### src/rpc_defs.vh
/*
 * register indices, field positions, reset values and timing counts
 * of the real-time counter and periodic tick block.
 * assumes: included by bare name into every design file that needs it.
 */
`ifndef RPC_DEFS_VH
`define RPC_DEFS_VH

// register indices; byte address is four times the index
`define RPC_IDX_CTL        6'h00
`define RPC_IDX_STATUS     6'h01
`define RPC_IDX_INTEN      6'h02
`define RPC_IDX_FLAGS      6'h03
`define RPC_IDX_TEMP       6'h04
`define RPC_IDX_DBG        6'h05
`define RPC_IDX_TRIM       6'h06
`define RPC_IDX_SRC        6'h07
`define RPC_IDX_COUNT      6'h08
`define RPC_IDX_TOP        6'h0A
`define RPC_IDX_CMP        6'h0C
`define RPC_IDX_TCTRL      6'h10
`define RPC_IDX_TSTATUS    6'h11
`define RPC_IDX_TINTEN     6'h12
`define RPC_IDX_TINTFLAGS  6'h13
`define RPC_IDX_TDBG       6'h15

// control_a fields
`define RPC_CA_STDBY       7
`define RPC_CA_PRESC_HI    6
`define RPC_CA_PRESC_LO    3
`define RPC_CA_CORR        2
`define RPC_CA_ON          0
`define RPC_CA_MASK        8'hFD

// calibration fields
`define RPC_CAL_SIGN       7
`define RPC_CAL_ERR_HI     6

// tick_control fields
`define RPC_TC_PER_HI      6
`define RPC_TC_PER_LO      3
`define RPC_TC_ON          0
`define RPC_TC_MASK        8'h79

// irq flag / enable bit positions
`define RPC_IRQ_WRAP       0
`define RPC_IRQ_MATCH      1
`define RPC_IRQ_TICK       0

// reset values
`define RPC_RST_8          8'h00
`define RPC_RST_CNT        16'h0000
`define RPC_RST_TOP        16'hFFFF
`define RPC_RST_CMP        16'h0000

// timing
`define RPC_SYNC_TICKS     2
`define RPC_CORR_INTERVAL  20'hF_4240
`define RPC_EVT_TOP_BIT    12

`endif

### src/rpc_sync_slot.v
/*
 * one write-crossing tracker: holds a pending flag from a register write
 * until the given number of slow-clock edges has passed, then pulses apply.
 * assumes: slowTick is a one-cycle pulse on mclk at each slow-clock edge.
 */
`timescale 1ns/1ns
`include "rpc_defs.vh"

module rpc_sync_slot #(
  parameter TICKS = `RPC_SYNC_TICKS
) (
  input  wire mclk,
  input  wire sys_rst,
  input  wire load,
  input  wire slowTick,
  output reg  pending_q,
  output reg  apply_q
);

  reg [3:0] cnt_q;

  // count slow edges while pending, apply after the last one
  always @(posedge mclk or posedge sys_rst) begin
    if (sys_rst) begin
      pending_q <= 1'b0;
      apply_q   <= 1'b0;
      cnt_q     <= 4'h0;
    end else begin
      apply_q <= 1'b0;
      if (load) begin
        pending_q <= 1'b1;
        cnt_q     <= 4'h0;
      end else if (pending_q && slowTick) begin
        if (cnt_q == TICKS[3:0] - 4'h1) begin
          pending_q <= 1'b0;
          apply_q   <= 1'b1;
        end
        cnt_q <= cnt_q + 4'h1;
      end
    end
  end

endmodule // rpc_sync_slot

### src/rpc_prescaler.v
/*
 * shared 15-bit prescaler with crystal error correction.
 * assumes: slowTick pulses once per slow-clock edge; the counter step
 * output is combinational and valid in the cycle of slowTick.
 */
`timescale 1ns/1ns
`include "rpc_defs.vh"

module rpc_prescaler #(
  parameter [19:0] INTERVAL = `RPC_CORR_INTERVAL
) (
  input  wire        mclk,
  input  wire        sys_rst,
  input  wire        slowTick,
  input  wire        run,
  input  wire        corrOn,
  input  wire        corrSign,
  input  wire [6:0]  corrErr,
  input  wire [3:0]  divSel,
  output reg  [14:0] presc_q,
  output wire        countStep
);

  reg  [19:0] ivl_q;
  reg  [19:0] acc_q;
  reg         corrAct_q;
  wire [19:0] accSum  = acc_q + {13'h0000, corrErr};
  wire        corrHit = corrAct_q && (accSum >= INTERVAL);
  // slow: hold one cycle; fast: advance two cycles
  wire [1:0]  inc     = !corrHit ? 2'd1 : (corrSign ? 2'd2 : 2'd0);
  wire [14:0] mask    = (15'h0001 << divSel) - 15'h0001;
  wire [15:0] lowSum  = {1'b0, presc_q & mask} + {14'h0000, inc};

  // counter advances when the low bits carry past the divider mask
  assign countStep = (lowSum > {1'b0, mask});

  // prescaler restarts from zero whenever both functions are off
  always @(posedge mclk or posedge sys_rst) begin
    if (sys_rst) begin
      presc_q <= 15'h0000;
    end else if (!run) begin
      presc_q <= 15'h0000;
    end else if (slowTick) begin
      presc_q <= presc_q + {13'h0000, inc};
    end
  end

  // interval and spread accumulator; an interval in flight finishes
  always @(posedge mclk or posedge sys_rst) begin
    if (sys_rst) begin
      ivl_q     <= 20'h0_0000;
      acc_q     <= 20'h0_0000;
      corrAct_q <= 1'b0;
    end else if (!run) begin
      ivl_q     <= 20'h0_0000;
      acc_q     <= 20'h0_0000;
      corrAct_q <= 1'b0;
    end else if (slowTick) begin
      if (ivl_q == INTERVAL - 20'h0_0001) begin
        ivl_q     <= 20'h0_0000;
        acc_q     <= 20'h0_0000;
        corrAct_q <= corrOn;
      end else begin
        if (ivl_q == 20'h0_0000 && !corrAct_q) begin
          corrAct_q <= corrOn;
        end
        ivl_q <= ivl_q + 20'h0_0001;
        acc_q <= corrHit ? accSum - INTERVAL : accSum;
      end
    end
  end

endmodule // rpc_prescaler

### src/rpc_top.v
/*
 * real-time counter with periodic tick, crystal correction, events,
 * two interrupt lines and write-crossing pending flags, on an apb slave.
 * assumes: all inputs synchronous to mclk; rtcClk is the slow clock
 * sampled as a level, at least four times slower than mclk.
 */
// The implementer's own choice: the APB slave port.
// Function
// - correction on makes the shared prescaler apply calibration ppm.
// - corrections are organised over a one-million-cycle interval.
// - each correction adds or drops one input cycle, by sign.
// - error count corrections per interval, spread by error value.
// - corrected timing shows in the count and in tick periods.
// - switching correction off lets the current interval finish.
// - enabled counter strobes wrap event for one slow cycle.
// - enabled counter strobes match event for one slow cycle.
// - eight tick events are square waves, 8192 down to 64 cycles.
// - counter irq shared by wrap and match; tick has its own.
// - tick irq condition each time the selected period elapses.
// - flags set on their condition regardless of enable.
// - irq asserted while enable and flag both set.
// - counter and tick keep separate enable and flag registers.
// - counter runs in idle; in standby only with run-in-standby.
// - tick runs in every sleep mode.
// - control and count writes apply after slow-domain crossing.
// - status shows compare, top, count and control pending flags.
// - tick status bit 0 pending while tick control crosses.
// - control a resets zero; standby 7, presc 6:3, corr 2, on 0.
// - prescaler divides by two to the field; applies two edges late.
// - sign 0 slows, sign 1 speeds the prescaler, needs div 2.
// - writing one clears a flag, zero leaves it.
// - wrap resets the count to zero.
`timescale 1ns/1ns
`include "rpc_defs.vh"

module rpc_top (
  input  wire        mclk,
  input  wire        sys_rst,
  input  wire        psel,
  input  wire        penable,
  input  wire        pwrite,
  input  wire [7:0]  paddr,
  input  wire [31:0] pwdata,
  output reg  [31:0] prdata,
  output reg         pready,
  output reg         pslverr,
  input  wire        rtcClk,
  input  wire        sleepStandby,
  input  wire        debugHalt,
  output reg         wrapEvent,
  output reg         matchEvent,
  output reg  [7:0]  tickEvents,
  output reg         counterIrq,
  output reg         tickIrq
);

  // software-visible registers
  reg  [7:0]  control_a_q;
  reg  [1:0]  intEn_q;
  reg  [1:0]  flags_q;
  reg  [7:0]  temp_q;
  reg         run_when_halted_q;
  reg  [7:0]  trim_q;
  reg  [1:0]  clock_source_select_q;
  reg  [15:0] cntWr_q;
  reg  [15:0] top_q;
  reg  [15:0] cmp_q;
  reg  [7:0]  tCtrl_q;
  reg         tIntEn_q;
  reg         tFlag_q;
  reg         tDbgRun_q;
  // copies active in the slow domain
  reg  [7:0]  ctrlAct_q;
  reg  [15:0] topAct_q;
  reg  [15:0] cmpAct_q;
  reg  [7:0]  tCtrlAct_q;
  reg  [15:0] count_q;
  reg         rtcPrev_q;
  reg         tBitPrev_q;
  reg  [31:0] rdMux;

  wire        slowTick = rtcClk & ~rtcPrev_q;
  wire        apbDone  = psel & penable & pready;
  wire        wrEn     = apbDone & pwrite;
  wire [5:0]  idx      = paddr[7:2];
  wire [14:0] presc;
  wire        countStep;
  wire        pendCtrl;
  wire        pendCnt;
  wire        pendTop;
  wire        pendCmp;
  wire        pendTick;
  wire        applyCtrl;
  wire        applyCnt;
  wire        applyTop;
  wire        applyCmp;
  wire        applyTick;

  // register index is mapped
  function mapped;
    input [5:0] i;
    begin
      case (i)
        `RPC_IDX_CTL, `RPC_IDX_STATUS, `RPC_IDX_INTEN,
        `RPC_IDX_FLAGS, `RPC_IDX_TEMP, `RPC_IDX_DBG,
        `RPC_IDX_TRIM, `RPC_IDX_SRC, `RPC_IDX_COUNT,
        `RPC_IDX_TOP, `RPC_IDX_CMP, `RPC_IDX_TCTRL,
        `RPC_IDX_TSTATUS, `RPC_IDX_TINTEN, `RPC_IDX_TINTFLAGS,
        `RPC_IDX_TDBG: mapped = 1'b1;
        default:       mapped = 1'b0;
      endcase
    end
  endfunction

  // write strobe for one register index
  function wrHit;
    input       en;
    input [5:0] i;
    input [5:0] target;
    begin
      wrHit = en && (i == target);
    end
  endfunction

  // running conditions under sleep and debug halt
  wire counterRun = ctrlAct_q[`RPC_CA_ON]
                  & (~sleepStandby | ctrlAct_q[`RPC_CA_STDBY])
                  & (~debugHalt | run_when_halted_q);
  wire tickRun    = tCtrlAct_q[`RPC_TC_ON]
                  & (~debugHalt | tDbgRun_q);
  wire [3:0] tPer = tCtrlAct_q[`RPC_TC_PER_HI:`RPC_TC_PER_LO];
  wire tickBit    = (tPer != 4'hF) && (tPer != 4'h0) && presc[tPer];
  wire tickRise   = tickRun & tickBit & ~tBitPrev_q;
  wire stepNow    = slowTick & counterRun & countStep;
  wire atTop      = (count_q == topAct_q);
  wire atCmp      = (count_q == cmpAct_q);

  // shared prescaler with correction
  rpc_prescaler u_presc (
    .mclk      (mclk),
    .sys_rst   (sys_rst),
    .slowTick  (slowTick),
    .run       (counterRun | tickRun),
    .corrOn    (ctrlAct_q[`RPC_CA_CORR]),
    .corrSign  (trim_q[`RPC_CAL_SIGN]),
    .corrErr   (trim_q[`RPC_CAL_ERR_HI:0]),
    .divSel    (ctrlAct_q[`RPC_CA_PRESC_HI:`RPC_CA_PRESC_LO]),
    .presc_q   (presc),
    .countStep (countStep)
  );

  // write crossings into the slow domain
  rpc_sync_slot u_syCtrl (
    .mclk      (mclk),
    .sys_rst   (sys_rst),
    .load      (wrHit(wrEn, idx, `RPC_IDX_CTL)),
    .slowTick  (slowTick),
    .pending_q (pendCtrl),
    .apply_q   (applyCtrl)
  );

  rpc_sync_slot u_syCnt (
    .mclk      (mclk),
    .sys_rst   (sys_rst),
    .load      (wrHit(wrEn, idx, `RPC_IDX_COUNT)),
    .slowTick  (slowTick),
    .pending_q (pendCnt),
    .apply_q   (applyCnt)
  );

  rpc_sync_slot u_syTop (
    .mclk      (mclk),
    .sys_rst   (sys_rst),
    .load      (wrHit(wrEn, idx, `RPC_IDX_TOP)),
    .slowTick  (slowTick),
    .pending_q (pendTop),
    .apply_q   (applyTop)
  );

  rpc_sync_slot u_syCmp (
    .mclk      (mclk),
    .sys_rst   (sys_rst),
    .load      (wrHit(wrEn, idx, `RPC_IDX_CMP)),
    .slowTick  (slowTick),
    .pending_q (pendCmp),
    .apply_q   (applyCmp)
  );

  rpc_sync_slot u_syTick (
    .mclk      (mclk),
    .sys_rst   (sys_rst),
    .load      (wrHit(wrEn, idx, `RPC_IDX_TCTRL)),
    .slowTick  (slowTick),
    .pending_q (pendTick),
    .apply_q   (applyTick)
  );

  // read data selection
  always @* begin
    rdMux = 32'h0000_0000;
    case (idx)
      `RPC_IDX_CTL:       rdMux[7:0] = control_a_q;
      `RPC_IDX_STATUS:    rdMux[3:0] = {pendCmp, pendTop,
                                        pendCnt, pendCtrl};
      `RPC_IDX_INTEN:     rdMux[1:0] = intEn_q;
      `RPC_IDX_FLAGS:     rdMux[1:0] = flags_q;
      `RPC_IDX_TEMP:      rdMux[7:0] = temp_q;
      `RPC_IDX_DBG:       rdMux[0]   = run_when_halted_q;
      `RPC_IDX_TRIM:      rdMux[7:0] = trim_q;
      `RPC_IDX_SRC:       rdMux[1:0] = clock_source_select_q;
      `RPC_IDX_COUNT:     rdMux[15:0] = count_q;
      `RPC_IDX_TOP:       rdMux[15:0] = top_q;
      `RPC_IDX_CMP:       rdMux[15:0] = cmp_q;
      `RPC_IDX_TCTRL:     rdMux[7:0] = tCtrl_q;
      `RPC_IDX_TSTATUS:   rdMux[0]   = pendTick;
      `RPC_IDX_TINTEN:    rdMux[0]   = tIntEn_q;
      `RPC_IDX_TINTFLAGS: rdMux[0]   = tFlag_q;
      `RPC_IDX_TDBG:      rdMux[0]   = tDbgRun_q;
      default:            rdMux = 32'h0000_0000;
    endcase
  end

  // apb answer: one wait cycle, then registered data and error
  always @(posedge mclk or posedge sys_rst) begin
    if (sys_rst) begin
      pready  <= 1'b0;
      pslverr <= 1'b0;
      prdata  <= 32'h0000_0000;
    end else if (psel && penable && !pready) begin
      pready  <= 1'b1;
      pslverr <= ~mapped(idx);
      prdata  <= pwrite ? 32'h0000_0000 : rdMux;
    end else begin
      pready  <= 1'b0;
      pslverr <= 1'b0;
    end
  end

  // plain software registers
  always @(posedge mclk or posedge sys_rst) begin
    if (sys_rst) begin
      control_a_q   <= `RPC_RST_8;
      intEn_q   <= 2'b00;
      temp_q    <= `RPC_RST_8;
      run_when_halted_q  <= 1'b0;
      trim_q    <= `RPC_RST_8;
      clock_source_select_q  <= 2'b00;
      cntWr_q   <= `RPC_RST_CNT;
      top_q     <= `RPC_RST_TOP;
      cmp_q     <= `RPC_RST_CMP;
      tCtrl_q   <= `RPC_RST_8;
      tIntEn_q  <= 1'b0;
      tDbgRun_q <= 1'b0;
    end else if (wrEn) begin
      case (idx)
        `RPC_IDX_CTL:    control_a_q   <= pwdata[7:0] & `RPC_CA_MASK;
        `RPC_IDX_INTEN:  intEn_q   <= pwdata[1:0];
        `RPC_IDX_TEMP:   temp_q    <= pwdata[7:0];
        `RPC_IDX_DBG:    run_when_halted_q  <= pwdata[0];
        `RPC_IDX_TRIM:   trim_q    <= pwdata[7:0];
        `RPC_IDX_SRC:    clock_source_select_q  <= pwdata[1:0];
        `RPC_IDX_COUNT:  cntWr_q   <= pwdata[15:0];
        `RPC_IDX_TOP:    top_q     <= pwdata[15:0];
        `RPC_IDX_CMP:    cmp_q     <= pwdata[15:0];
        `RPC_IDX_TCTRL:  tCtrl_q   <= pwdata[7:0] & `RPC_TC_MASK;
        `RPC_IDX_TINTEN: tIntEn_q  <= pwdata[0];
        `RPC_IDX_TDBG:   tDbgRun_q <= pwdata[0];
        default:         temp_q    <= temp_q;
      endcase
    end
  end

  // copies taken over once their crossing has finished
  always @(posedge mclk or posedge sys_rst) begin
    if (sys_rst) begin
      ctrlAct_q  <= `RPC_RST_8;
      topAct_q   <= `RPC_RST_TOP;
      cmpAct_q   <= `RPC_RST_CMP;
      tCtrlAct_q <= `RPC_RST_8;
    end else begin
      if (applyCtrl) ctrlAct_q  <= control_a_q;
      if (applyTop)  topAct_q   <= top_q;
      if (applyCmp)  cmpAct_q   <= cmp_q;
      if (applyTick) tCtrlAct_q <= tCtrl_q;
    end
  end

  // slow edge detect and tick bit history
  always @(posedge mclk or posedge sys_rst) begin
    if (sys_rst) begin
      rtcPrev_q  <= 1'b0;
      tBitPrev_q <= 1'b0;
    end else begin
      rtcPrev_q  <= rtcClk;
      tBitPrev_q <= tickRun & tickBit;
    end
  end

  // counter: load from crossing, wrap at top, else count up
  always @(posedge mclk or posedge sys_rst) begin
    if (sys_rst) begin
      count_q <= `RPC_RST_CNT;
    end else if (applyCnt) begin
      count_q <= cntWr_q;
    end else if (stepNow) begin
      count_q <= atTop ? 16'h0000 : count_q + 16'h0001;
    end
  end

  // event strobes held for one slow-clock cycle
  always @(posedge mclk or posedge sys_rst) begin
    if (sys_rst) begin
      wrapEvent  <= 1'b0;
      matchEvent <= 1'b0;
    end else if (slowTick) begin
      wrapEvent  <= stepNow & atTop;
      matchEvent <= stepNow & atCmp;
    end
  end

  // tick square-wave events from prescaler bits 12 down to 5
  always @(posedge mclk or posedge sys_rst) begin : tickEvt
    integer k;
    if (sys_rst) begin
      tickEvents <= 8'h00;
    end else begin
      for (k = 0; k < 8; k = k + 1) begin
        tickEvents[k] <= tickRun & presc[`RPC_EVT_TOP_BIT - k];
      end
    end
  end

  // sticky flags: hardware set wins over a write-one clear
  always @(posedge mclk or posedge sys_rst) begin
    if (sys_rst) begin
      flags_q <= 2'b00;
      tFlag_q <= 1'b0;
    end else begin
      if (wrHit(wrEn, idx, `RPC_IDX_FLAGS)) begin
        flags_q <= flags_q & ~pwdata[1:0];
      end
      if (wrHit(wrEn, idx, `RPC_IDX_TINTFLAGS)) begin
        tFlag_q <= tFlag_q & ~pwdata[0];
      end
      if (stepNow && atTop) flags_q[`RPC_IRQ_WRAP]  <= 1'b1;
      if (stepNow && atCmp) flags_q[`RPC_IRQ_MATCH] <= 1'b1;
      if (tickRise) tFlag_q <= 1'b1;
    end
  end

  // interrupt lines: counter shares one, tick has its own
  always @(posedge mclk or posedge sys_rst) begin
    if (sys_rst) begin
      counterIrq <= 1'b0;
      tickIrq    <= 1'b0;
    end else begin
      counterIrq <= |(intEn_q & flags_q);
      tickIrq    <= tIntEn_q & tFlag_q;
    end
  end

endmodule // rpc_top

### config.mk
export PLATFORM = sky130hd
export DESIGN_NAME = rpc_top
export DESIGN_NICKNAME = d
export VERILOG_FILES = /design/src/rpc_sync_slot.v /design/src/rpc_prescaler.v /design/src/rpc_top.v
export VERILOG_INCLUDE_DIRS = /design/src /design/src/src
export SDC_FILE = /design/constraint.sdc
export NUM_CORES = 1
export LEC_CHECK = 0
export BUFFER_PORTS_ARGS = -buffer_cell sky130_fd_sc_hd__buf_2
export CAP_MARGIN = 15
export CORE_MARGIN = 1.5
export CORE_UTILIZATION = 55
export DETAILED_ROUTE_END_ITERATION = 8
export PLACE_DENSITY = 0.78
export RECOVER_POWER = 25
export SYNTH_ARGS = -nofsm -noshare
export SYNTH_HDL_FRONTEND = slang
export SYNTH_SLANG_ARGS = --single-unit
### constraint.sdc
create_clock -name mclk -period 10.87 [get_ports mclk]
set_input_delay 2.7175 -clock mclk [delete_from_list [all_inputs] [get_ports mclk]]
set_output_delay 2.7175 -clock mclk [all_outputs]
set_load 0.05 [all_outputs]
==> impl_metrics.yaml <==
clock_tree:
  clock-sinks: 264
  clk_latency_ps: 550
  cts_max_level: 1
  cts_setup_buffers: 0
  clkTransAtPathRegs_ps: 70
  cts-root-buf: "clkbuf_16"
  hold_buffers: 0
  cts_made_buffers: 28
  cts_buffer_depth: 3
  cts_tree: "done"
  cts_resized: 0
place:
  hpwl_um: 25170
  gp_congestion: 0.9790
  portBuffers: 59
finish:
  fin_nets: 1578
  drive_above_1_share_pct: 19.22
  fillers: 2084
  areaGrowthSynthToFinish_pct: 9.861
  diodes: 0
  layout_commonest_cell: "dfrtp_1"
  final_cell_mix: "dfrtp_1 (232), nand2_1 (176), nor2_1 (118)"
synthesis:
  synth-main-ff-cell: "dfrtp_1"
  syn_area_per_cell_um2: 9.935
  synth-seq-cells: 264
  synth-edff-count: 0
  ys_async_sr_fraction_pct: 100.0
  ys_warn_count: 0
  synth_cells: 1470
  ys_seq_area_share_pct: 45.51
  synth.distinct_cells: 85
  syn-cell-area_um2: 14600
floorplan:
  die_h_um: 166.0
  core-area_um2: 26060
  ioPinCount: 94
  dieArea_um2: 27540
  initial_core_util_pct: 56.04
  rows: 59
  die_w_um: 166.0
power:
  p_clk_share_pct: 48.5
  internal-power_mw: 1.686
  p_leak_nw: 7.258
  swShare_pct: 22.82
  power_frac_comb_pct: 4.7
  power_mw: 2.184
  max-vdd-ir-drop_mv: 0.1653
  cellPowerDensity_nw_per_um2: 136.2
  switching_power_mw: 0.4984
  seq_power_share_pct: 46.8
timing:
  max_slew_margin_pct: -266.6
  tightest_slew_ps: 5470
  setup_violations: 0
  rsz0062_at_grt: "no"
  fin_crit_ps: 8122
  slew_viol_final: 128
  fin_crit_sh_pct: 74.72
  max_clock_freq_ghz: 0.1231
  finalHoldViolations: 0
  skew_ps: 16.63
  whs_ps: 450.5
  fin_tns_setup_ps: 0
grt:
  grt_antenna_before_repair: 0
  grt-ovfl-total: 0
  grt_max_degree: 128
  grt_usage_pct: 26.52
  grt_pass1_wl_um: 59630
  grt_pass1_vias: 11350
setup_path:
  worstPathMaxFanout: 13
  cp_num_buf_inv: 1
  slowest_stage: "nor4_2"
  cp-start-kind: "flop"
  crit_start: "trim_q[0]$_DFFE_PP0P_"
  cp_slowest_stage_delay_ps: 1010
  worstPathCellList: "ha_1 -> fa_1 -> a211oi_2 -> o21ai_0 -> xor2_1 -> ha_1 -> or4b_1 -> or4_1 -> a31o_2 -> a21oi_2 -> inv_1 -> ha_1 -> o211a_1 -> a21bo_2 -> nand3_1 -> xor2_1 -> ha_1 -> a2111oi_0 -> o21ai_0 -> a21oi_1 -> a2111oi_4 -> nor4_2 -> o21ai_0 -> o211ai_1"
  worstPathArrival_ps: 8580
  r2r_start: "trim_q[0]$_DFFE_PP0P_"
  crit_path_end_kind: "flop"
  reg2reg_slack_ps: 2750
  path_common_cell: "ha_1"
  cp.required_ps: 11330
  crit_family: "compound AO/OA/AOI/OAI gates"
  critical_path_class: "reg2reg"
hold_path:
  hp-class: "reg2reg"
  worstHoldStart: "tBitPrev_q$_DFF_PP0_"
routing:
  via_per_inst: 6.251
  via_count: 11530
  routed_wl_um: 36690
  ant_nets: 0
  drtPass1Iterations: 5
  drc: 0
  drt-initial-drc-count: 926
  routedWlPerCell_um: 19.90
status:
  violations: "max-capacitance violations, max-slew violations"
  status: "finished, violations left"
flow_run:
  cap_violations: 1
## Yosys cell counts, drive strengths merged, types with 15 or more instances
cell type  instances  share of area, %
nand4             25               1.1
ha                42               3.6
dfstp             32               5.8
mux2             101               7.8
or3               15              0.64
clkbuf            62               1.6
buf               38               1.6
nand2            176               4.5
and3              31               1.3
nor2             118               3.0
nor4              21               1.1
o21ai             81               2.8
a22o              17               1.0
xnor2             35               2.1
a21oi             61               2.2
inv               33              0.85
dfrtp            232                40
mux2i             15               1.0
a31oi             16              0.69
nand3             33               1.1
nor3              24              0.89
xor2              60               3.6
## state kept, by name, summed over array words and instances, names as in the netlist, 5 cells and up
| name | count |
|---|---|
| cmpAct_q | 16 |
| cmp_q | 16 |
| cntWr_q | 16 |
| control_a_q | 7 |
| count_q | 16 |
| ctrlAct_q | 7 |
| prdata | 16 |
| tCtrlAct_q | 5 |
| tCtrl_q | 5 |
| temp_q | 8 |
| tickEvents | 8 |
| topAct_q | 16 |
| top_q | 16 |
| trim_q | 8 |
| u_presc.acc_q | 20 |
| u_presc.ivl_q | 20 |
| u_presc.presc_q | 15 |
## power groups by stage
| stage | sequential (mW) | combinational, mW | clock (mW) |
|---|---|---|---|
| after floorplan | 1.03 | 0.0783 | 0 |
| after global placement | 1.04 | 0.100 | 0 |
| after detailed placement | 1.04 | 0.104 | 0 |
| after CTS | 1.02 | 0.104 | 1.07 |
| after global routing | 1.02 | 0.117 | 1.11 |
| final | 1.02 | 0.103 | 1.06 |
## cells by family after synthesis
kind of cell,count (synthesis),synth area share (%)
other,1,0.02568
xor gates and xnor gates,95,5.697
and+or+nand+nor,515,17.32
adders and majority gates,45,3.881
muxes,120,9.433
DFF,264,45.51
AOI/OAI and AO/OA,296,14.09
buffers and inverters,134,4.044
## layer usage
| metal | vias up | part of all wire, % | global-route usage (%) | wire (µm) |
|---|---|---|---|---|
| met3 | 70 | 5.8 | 3.384 | 2132 |
| met5 | - | 0 | 0 | 0 |
| met4 | 0 | 2.8 | 9.557 | 1035 |
| li1 | 5294 | - | - | - |
| met1 | 5764 | 43 | 35.65 | 15650 |
| met2 | 399 | 49 | 44.29 | 17870 |
## final timing paths
| check | to | depth (start not counted) |
|---|---|---|
| setup / recovery | count_q[8]$_DFFE_PP0P_ | 24 |
| hold / removal | tFlag_q$_DFFE_PP0P_ | 1 |
| setup reg to reg | count_q[8]$_DFFE_PP0P_ | 24 |
| hold reg to reg | tFlag_q$_DFFE_PP0P_ | 1 |
| max in group asynchronous | cntWr_q[12]$_DFFE_PP0P_ | 3 |
| min in group asynchronous | u_syTick.cnt_q[1]$_DFFE_PP0P_ | 2 |
## metrics by stage
step	area (µm²)	util [%]	cells	setup slack (ps)
after floorplan	14660	-	1485	936.9
after global placement	15020	57.64	1791	3117
after detailed placement	15020	57.64	1791	2873
after CTS	16040	61.56	1843	2802
after global routing	16040	61.57	1844	2273
final	16040	61.57	1844	2748
## layout make-up
class                      instances  area, µm²  area share, %
multi-input combinational       1087       7433          46.33
tap                              335      419.2          2.612
clock buffer                      39      793.3          4.944
inverter                          34      128.9         0.8032
clock inverter                    13      229.0          1.427
timing repair buffer              72      394.1          2.457
sequential                       264       6646          41.43
Power figures use the tool's default switching activity.
